File: src/ldc_pkg.sv
package ldc_pkg;

  // ==========================================================
  // channel and packet geometry
  localparam int NUM_CH = 16;
  localparam int GS_BITS = 12;
  localparam int TRIM_BITS = 6;
  localparam int GS_LEN = NUM_CH * GS_BITS;
  localparam int TRIM_LEN = NUM_CH * TRIM_BITS;

  // ==========================================================
  // pwm counter values
  localparam logic [GS_BITS-1:0] GS_ZERO = 12'h000;
  localparam logic [GS_BITS-1:0] GS_ONE = 12'h001;
  localparam logic [GS_BITS-1:0] GS_MAX = 12'hFFF;

  // ==========================================================
  // status readout word layout
  localparam int STAT_LOD_LSB = 0;
  localparam int STAT_THERM_BIT = 16;
  localparam int STAT_TRIM_LSB = 24;

  // ==========================================================
  // timing
  localparam int CLK_PERIOD_NS = 5;
  localparam int OPEN_DETECT_NS = 1000;
  // longest time, so the division rounds down
  localparam int OPEN_DETECT_CYC = OPEN_DETECT_NS / CLK_PERIOD_NS;
  localparam int DET_W = $clog2(OPEN_DETECT_CYC + 1);

  // ==========================================================
  // buffering
  localparam int BUF_DEPTH = 2;

  typedef enum logic [2:0] {
    PWM_IDLE = 3'h1,
    PWM_RUN = 3'h2,
    PWM_DONE = 3'h4
  } ldc_pwm_state_t;

  function automatic logic [GS_BITS-1:0] ldc_gray_of(input logic [GS_LEN-1:0] vec,
                                                     input int idx);
    return vec[idx*GS_BITS +: GS_BITS];
  endfunction : ldc_gray_of

endpackage : ldc_pkg

File: src/ldc_buf_if.sv
`timescale 1ns/100ps
interface ldc_buf_if #(parameter int WIDTH = 1);
  logic in_valid;
  logic in_ready;
  logic [WIDTH-1:0] in_data;
  logic out_valid;
  logic out_ready;
  logic [WIDTH-1:0] out_data;

  modport store (input in_valid, input in_data, input out_ready,
                 output in_ready, output out_valid, output out_data);
  modport fill (output in_valid, output in_data, input in_ready);
  modport drain (input out_valid, input out_data, output out_ready);
endinterface : ldc_buf_if

File: src/ldc_pair_buf.sv
`timescale 1ns/100ps
module ldc_pair_buf #(
  parameter int DEPTH = ldc_pkg::BUF_DEPTH
) (
  // clock and control
  input wire logic sys_clk,
  input wire logic srst,
  input wire logic clk_en,
  // both sides of the buffer
  ldc_buf_if.store port
);
  import ldc_pkg::*;

  localparam int PW = (DEPTH > 1) ? $clog2(DEPTH) : 1;
  localparam int CW = $clog2(DEPTH + 1);
  localparam logic [CW-1:0] FULL = CW'(DEPTH);
  localparam logic [PW-1:0] LAST = PW'(DEPTH - 1);

  function automatic logic [PW-1:0] ptr_inc(input logic [PW-1:0] p);
    return (p == LAST) ? '0 : p + PW'(1);
  endfunction : ptr_inc

  logic [$bits(port.in_data)-1:0] mem_reg [DEPTH];
  logic [PW-1:0] wr_reg;
  logic [PW-1:0] rd_reg;
  logic [CW-1:0] cnt_reg;
  logic push;
  logic pop;

  assign port.in_ready = (cnt_reg != FULL);
  assign port.out_valid = (cnt_reg != '0);
  assign port.out_data = mem_reg[rd_reg];
  assign push = port.in_valid & port.in_ready;
  assign pop = port.out_valid & port.out_ready;

  always_ff @(posedge sys_clk) begin
    if (srst) begin
      cnt_reg <= '0;
    end else if (clk_en) begin
      cnt_reg <= cnt_reg + CW'(push) - CW'(pop);
    end
  end

  always_ff @(posedge sys_clk) begin
    if (srst) begin
      wr_reg <= '0;
      rd_reg <= '0;
    end else if (clk_en) begin
      if (push) begin
        wr_reg <= ptr_inc(wr_reg);
      end
      if (pop) begin
        rd_reg <= ptr_inc(rd_reg);
      end
    end
  end

  // storage needs no reset: nothing reads an entry before it is written
  always_ff @(posedge sys_clk) begin
    if (clk_en && push) begin
      mem_reg[wr_reg] <= port.in_data;
    end
  end

endmodule : ldc_pair_buf

File: src/ldc_core.sv
`timescale 1ns/100ps
module ldc_core #(
  parameter int DETECT_CYCLES = ldc_pkg::OPEN_DETECT_CYC
) (
  // clock and control
  input wire logic sys_clk,
  input wire logic srst,
  input wire logic clk_en,
  // serial link, asynchronous pins
  input wire logic shift_clock,
  input wire logic serial_in,
  input wire logic latch_strobe,
  input wire logic mode,
  output logic serial_out,
  output logic shift_ready,
  // pwm timing, asynchronous pins
  input wire logic pwm_count_clock,
  input wire logic blank,
  // analog sense, asynchronous
  input wire logic [ldc_pkg::NUM_CH-1:0] sink_low,
  input wire logic thermal_hot,
  // channel drive and status
  output logic [ldc_pkg::NUM_CH-1:0] sink_channel,
  output logic [ldc_pkg::TRIM_LEN-1:0] current_trim,
  output logic [ldc_pkg::NUM_CH-1:0] open_led_flag,
  output logic thermal_flag,
  // open-drain error pin
  output logic error_out_n_o,
  output logic error_out_n_oe_n
);
  import ldc_pkg::*;

  localparam int SYNC_W = 7 + NUM_CH;
  localparam logic [DET_W-1:0] DET_DONE = DET_W'(DETECT_CYCLES);

  // ==========================================================
  // pin synchronisers
  logic [SYNC_W-1:0] meta_reg;
  logic [SYNC_W-1:0] sync_reg;
  logic sclk_s;
  logic sin_s;
  logic lat_s;
  logic mode_s;
  logic pclk_s;
  logic blank_s;
  logic hot_s;
  logic [NUM_CH-1:0] low_s;

  always_ff @(posedge sys_clk) begin
    if (srst) begin
      meta_reg <= '0;
      sync_reg <= '0;
    end else if (clk_en) begin
      meta_reg <= {sink_low, thermal_hot, blank, pwm_count_clock, mode, latch_strobe,
                   serial_in, shift_clock};
      sync_reg <= meta_reg;
    end
  end

  assign sclk_s = sync_reg[0];
  assign sin_s = sync_reg[1];
  assign lat_s = sync_reg[2];
  assign mode_s = sync_reg[3];
  assign pclk_s = sync_reg[4];
  assign blank_s = sync_reg[5];
  assign hot_s = sync_reg[6];
  assign low_s = sync_reg[7 +: NUM_CH];

  // ==========================================================
  // edge detection on the synchronised pins
  logic sclk_prev_reg;
  logic lat_prev_reg;
  logic pclk_prev_reg;
  logic sclk_rise;
  logic lat_fall;
  logic pclk_rise;

  always_ff @(posedge sys_clk) begin
    if (srst) begin
      sclk_prev_reg <= 1'b0;
      lat_prev_reg <= 1'b0;
      pclk_prev_reg <= 1'b0;
    end else if (clk_en) begin
      sclk_prev_reg <= sclk_s;
      lat_prev_reg <= lat_s;
      pclk_prev_reg <= pclk_s;
    end
  end

  assign sclk_rise = sclk_s & ~sclk_prev_reg;
  assign lat_fall = ~lat_s & lat_prev_reg;
  assign pclk_rise = pclk_s & ~pclk_prev_reg;

  // ==========================================================
  // serial bit buffer
  // a bit caught while the register is busy loading status waits here
  ldc_buf_if #(.WIDTH(1)) bit_if ();
  logic stat_load;
  logic pop;

  assign stat_load = lat_fall & ~mode_s;
  assign bit_if.in_valid = sclk_rise;
  assign bit_if.in_data = sin_s;
  assign bit_if.out_ready = ~lat_s & ~stat_load;
  assign shift_ready = bit_if.in_ready;
  assign pop = bit_if.out_valid & bit_if.out_ready;

  ldc_pair_buf #(.DEPTH(BUF_DEPTH)) u_bit_buf (
    .sys_clk(sys_clk),
    .srst(srst),
    .clk_en(clk_en),
    .port(bit_if.store)
  );

  // ==========================================================
  // input shift register and status readout
  logic [GS_LEN-1:0] sr_reg;
  logic [GS_LEN-1:0] status_word;
  logic [TRIM_LEN-1:0] trim_reg;
  logic [GS_LEN-1:0] gray_reg;
  logic serial_out_reg;

  always_comb begin
    status_word = '0;
    status_word[STAT_LOD_LSB +: NUM_CH] = open_led_flag;
    status_word[STAT_THERM_BIT] = hot_s;
    status_word[STAT_TRIM_LSB +: TRIM_LEN] = trim_reg;
  end

  // open flags are caught as the strobe returns low
  always_ff @(posedge sys_clk) begin
    if (srst) begin
      sr_reg <= '0;
    end else if (clk_en) begin
      if (stat_load) begin
        sr_reg <= status_word;
      end else if (pop) begin
        sr_reg <= {sr_reg[GS_LEN-2:0], bit_if.out_data};
      end
    end
  end

  // the tap moves with mode so the chain length is 96 or 192 bits
  always_ff @(posedge sys_clk) begin
    if (srst) begin
      serial_out_reg <= 1'b0;
    end else if (clk_en) begin
      serial_out_reg <= mode_s ? sr_reg[TRIM_LEN-1] : sr_reg[GS_LEN-1];
    end
  end

  assign serial_out = serial_out_reg;

  // ==========================================================
  // level-sensitive latches
  // are relied on: mode and shifting stay still while strobe is high
  always_ff @(posedge sys_clk) begin
    if (srst) begin
      trim_reg <= '0;
    end else if (clk_en && lat_s && mode_s) begin
      trim_reg <= sr_reg[TRIM_LEN-1:0];
    end
  end

  always_ff @(posedge sys_clk) begin
    if (srst) begin
      gray_reg <= '0;
    end else if (clk_en && lat_s && !mode_s) begin
      gray_reg <= sr_reg;
    end
  end

  // each trim value sets its sink to value/63 of full scale in the analog stage
  assign current_trim = trim_reg;

  // ==========================================================
  // pwm counter and state
  ldc_pwm_state_t state_reg;
  logic [GS_BITS-1:0] cnt_reg;
  logic [GS_BITS-1:0] cnt_next;

  assign cnt_next = cnt_reg + GS_ONE;

  always_ff @(posedge sys_clk) begin
    if (srst) begin
      state_reg <= PWM_IDLE;
    end else if (clk_en) begin
      if (blank_s) begin
        state_reg <= PWM_IDLE;
      end else if (pclk_rise) begin
        unique case (state_reg)
          PWM_IDLE: begin
            state_reg <= PWM_RUN;
          end
          PWM_RUN: begin
            if (cnt_next == GS_MAX) begin
              state_reg <= PWM_DONE;
            end
          end
          PWM_DONE: begin
            state_reg <= PWM_DONE;
          end
        endcase
      end
    end
  end

  always_ff @(posedge sys_clk) begin
    if (srst) begin
      cnt_reg <= GS_ZERO;
    end else if (clk_en) begin
      if (blank_s) begin
        cnt_reg <= GS_ZERO;
      end else if (pclk_rise && state_reg != PWM_DONE) begin
        cnt_reg <= cnt_next;
      end
    end
  end

  // ==========================================================
  // per-channel drive and open detection
  for (genvar ch = 0; ch < NUM_CH; ch++) begin : g_ch
    logic [GS_BITS-1:0] gray_ch;
    logic on_reg;
    logic flag_reg;
    logic [DET_W-1:0] det_reg;

    assign gray_ch = ldc_gray_of(gray_reg, ch);

    // off at the edge where the old count equals gray or the next count is max: on for gray clocks, 4094 at most
    always_ff @(posedge sys_clk) begin
      if (srst) begin
        on_reg <= 1'b0;
      end else if (clk_en) begin
        if (blank_s) begin
          on_reg <= 1'b0;
        end else if (pclk_rise) begin
          unique case (state_reg)
            PWM_IDLE: begin
              on_reg <= (gray_ch != GS_ZERO);
            end
            PWM_RUN: begin
              if (cnt_next == GS_MAX || gray_ch == cnt_reg) begin
                on_reg <= 1'b0;
              end
            end
            PWM_DONE: begin
              on_reg <= 1'b0;
            end
          endcase
        end
      end
    end

    // flag holds while the sink is off so a blanked strobe can still read it
    always_ff @(posedge sys_clk) begin
      if (srst) begin
        det_reg <= '0;
        flag_reg <= 1'b0;
      end else if (clk_en && on_reg) begin
        if (!low_s[ch]) begin
          det_reg <= '0;
          flag_reg <= 1'b0;
        end else if (det_reg == DET_DONE) begin
          flag_reg <= 1'b1;
        end else begin
          det_reg <= det_reg + DET_W'(1);
        end
      end
    end

    assign sink_channel[ch] = on_reg;
    assign open_led_flag[ch] = flag_reg;
  end

  // ==========================================================
  // error pin
  // open flags are masked by blanking so software can tell them from thermal
  logic err_oe_n_reg;

  always_ff @(posedge sys_clk) begin
    if (srst) begin
      err_oe_n_reg <= 1'b1;
    end else if (clk_en) begin
      err_oe_n_reg <= ~(hot_s | ((|open_led_flag) & ~blank_s));
    end
  end

  assign error_out_n_o = 1'b0;
  assign error_out_n_oe_n = err_oe_n_reg;
  assign thermal_flag = hot_s;
endmodule : ldc_core

File: config.mk
export PLATFORM = sky130hd
export DESIGN_NAME = ldc_core
export DESIGN_NICKNAME = d
export VERILOG_FILES = /design/src/ldc_pkg.sv /design/src/ldc_buf_if.sv /design/src/ldc_pair_buf.sv /design/src/ldc_core.sv
export SDC_FILE = /design/constraint.sdc
export NUM_CORES = 2
export LEC_CHECK = 0
export BUFFER_PORTS_ARGS = -buffer_cell sky130_fd_sc_hd__buf_2
export CAP_MARGIN = 20
export CELL_PAD_IN_SITES_DETAIL_PLACEMENT = 0
export CELL_PAD_IN_SITES_GLOBAL_PLACEMENT = 1
export CORE_ASPECT_RATIO = 1.2
export CORE_MARGIN = 8
export CORE_UTILIZATION = 30
export CTS_CLUSTER_DIAMETER = 80
export DETAILED_ROUTE_END_ITERATION = 8
export GPL_TIMING_DRIVEN = 0
export MAX_ROUTING_LAYER = met4
export PLACE_DENSITY_LB_ADDON = 0.1
export SYNTH_ARGS = -nofsm -noshare
export SYNTH_HDL_FRONTEND = slang
export SYNTH_SLANG_ARGS = --single-unit
File: constraint.sdc
create_clock -name sys_clk -period 3.6 [get_ports sys_clk]
set_clock_uncertainty 0.1 [all_clocks]
set_input_delay 0.36 -clock sys_clk [delete_from_list [all_inputs] [get_ports sys_clk]]
set_output_delay 0.36 -clock sys_clk [all_outputs]
set_load 0.01 [all_outputs]
==> metrics.cfg <==
[critical_path]
crit_type = flip-flop to flip-flop
slowest_stage = nor2_1
cp_max_fo = 10
rr_endpoint = current_trim[87]$_SDFFE_PP0P_
r2r_cells = 6
r2r-start = sync_reg[2]$_SDFFE_PP0P_
setup.worst_path.end_class = flip-flop
critical_path_arrival_ns = 3.75
cpPeakStageDelay_ns = 0.88
crit_required_ns = 4.06
crit_family = simple AND/OR/NAND/NOR gates
cp_num_buf_inv = 2
worst-r2r-setup-slack_ns = 0.30
cp_common_cell = nand2_1
startpoint = sync_reg[2]$_SDFFE_PP0P_
start_kind = flip-flop
path_cells = nand2_1 > nor2_1 > clkbuf_1 > buf_1 > nand2_1 > a21oi_1

[floorplan]
io_pins = 159
initial_utilization_pct = 30.2
die_h_um = 368
dieArea_um2 = 114000
die_w_um = 310
core_area_um2 = 103000
rows = 129

[route]
wire_per_inst_um = 20.8
first_pass_iters = 5
drt-total-wl_um = 115000
drc = 0
drtAntennaViolNets = 0
first_iter_violations = 1694
routed_via_density = 4.90
vias = 27100

[placement]
io_buffers = 157
hpwl_um = 84600
gp_congestion = 0.834

[final_layout]
drive_gt1_share_pct = 9.94
fin_nets = 4153
antenna_cells = 0
fillers = 11000
area_growth_pct = 18.2
postLayoutCoreUtil_pct = 35.7

[yosys]
syn_avg_cell_area_um2 = 8.13
async_flop_share_pct = 0
dominantRegCellSynth = dfxtp_1
synth_edf_count = 2
syn_inst = 3815
synth-seq-cells = 713
synth-warning-count = 0
synth_area_um2 = 31000
synth_cell_types = 58
syn-num-nets = 3878
synth-seq-area-share_pct = 46.1

[sta]
worstMarginPinSlew_ns = 1.15
hold_viol = 0
fmaxAchievable_ghz = 0.303
period_share_pct = 91.6
rsz0062_at_grt = no
setup_viol = 0
drv_slew = 0
fin_setup_tns_ns = 0
max_slew_margin_pct = 22.8
period_minus_slack_ns = 3.30

[global_route]
grt_max_degree = 13
antenna_found_initial = 2
overflow = 0
grt_pass1_wl_um = 173000
grt_pass1_vias = 26900
grtUsageTotal_pct = 20.2

[outcome]
status = finished clean

[hold_path]
hold_class = input port to flip-flop
holdPathEnd = g_ch[15].flag_reg$_SDFFE_PP0P_
hp-start = clk_en
hold_depth = 4

[pwr]
powerDensity_nw_per_um2 = 533
peakVddDrop_mv = 0.347
p_leak_nw = 14.3

[clocking]
cts_sinks = 713
cts.reportedPaths.clkPinSlew_ns = 0.06
postCtsSetupBuffers = 0
tritoncts = done
htreeDepth = 3
hold_buffers = 23
clockBufferDepth = 3
cts_buffers = 85
cts_root_buf = clkbuf_16
clkLatencyLatePin_ns = 0.64
post_cts_resized = 0

[job]
cap_violations = 0

==> kinds of logic after synthesis <==
logic type,synth area share (%)
AND/OR/NAND/NOR,24.3
flip-flops,46.1
AO/OA/AOI/OAI,13.6
buffers and inverters,4.65
XOR/XNOR,8.13
multiplexers,1.79
adder cells (fa/ha/maj),1.49
other,0.0121
==> area by class of cell <==
| cell class | count | area [um^2] | area share (%) |
|---|---|---|---|
| Buffer | 285 | 1300 | 3.54 |
| Clock buffer | 125 | 2480 | 6.76 |
| Clock inverter | 25 | 315 | 0.860 |
| Sequential cell | 713 | 14300 | 39.0 |
| Timing Repair Buffer | 188 | 1130 | 3.08 |
| Multi-Input combinational cell | 2779 | 15300 | 41.7 |
| Tap cell | 1375 | 1720 | 4.69 |
| Inverter | 38 | 143 | 0.389 |
==> how the worst max path moves through the flow <==
| stage | depth (start not counted) | slack (ns) | to |
|---|---|---|---|
| after floorplan | 12 | 1.15 | g_ch[1].on_reg$_SDFFE_PP0P_ |
| after global placement | 8 | -0.12 | current_trim[90]$_SDFFE_PP0P_ |
| after detailed placement | 8 | -0.09 | current_trim[90]$_SDFFE_PP0P_ |
| after CTS | 6 | 0.25 | current_trim[90]$_SDFFE_PP0P_ |
| after global routing | 6 | 0.13 | current_trim[93]$_SDFFE_PP0P_ |
| final | 6 | 0.30 | current_trim[87]$_SDFFE_PP0P_ |
==> cell usage after synthesis, drive strengths merged (45+ instances only) <==
cell / instances / share of area, %
nand3: 133 / 2.2
clkbuf: 170 / 2.1
mux2i: 51 / 1.6
buf: 115 / 2.1
a311oi: 114 / 3.2
nor2: 306 / 3.7
dfxtp: 711 / 46
a21oi: 421 / 6.8
xnor2: 58 / 1.6
nand2: 972 / 12
o21ai: 45 / 0.85
and3: 68 / 1.4
nor4: 117 / 2.4
xor2: 230 / 6.5
==> metal layers <==
layer  GRT usage, %  vias up  part of all wire, %
met5              -        -                    0
met4           4.56        0                  1.7
met3           2.11      126                  3.2
met1           25.5    13000                   46
met2           34.6      491                   49
li1               -    13500                    -
==> tightest hold or removal path, stage by stage <==
cell	delay (ns)
buf_2	0.16
and2_1	0.19
a21oi_1	0.13
nor2_1	0.05
==> placed cells by master, fill, tap and decap left out, types with 87 or more instances in the layout <==
master / synthesis / final
nand2_1: 972 / 972
dfxtp_1: 711 / 711
a21oi_1: 420 / 420
nor2_1: 306 / 306
xor2_1: 230 / 230
buf_2: 64 / 222
clkbuf_1: 170 / 192
nand3_1: 132 / 132
nor4_1: 115 / 115
a311oi_1: 114 / 114
clkbuf_16: 0 / 87
==> power by group <==
part / switching (mW) / internal (mW)
clock network: 3.55 / 5.20
logic: 1.22 / 0.610
registers: 0.658 / 8.31
total: 5.42 / 14.1
==> stage by stage <==
stage / instance area [um^2] / total power [mW] / worst slack [ns] / hold slack, ns / std cells
after floorplan: 31000 / 10.0 / 1.15 / 0.325 / 3815
after global routing: 36700 / 20.4 / 0.127 / 0.181 / 5528
after global placement: 33500 / 11.0 / -0.122 / 0.359 / 5347
after CTS: 36700 / 19.8 / 0.254 / 0.119 / 5526
final: 36700 / 19.5 / 0.303 / 0.186 / 5528
after detailed placement: 33600 / 11.0 / -0.0895 / 0.362 / 5353
Power figures use the tool's default switching activity.
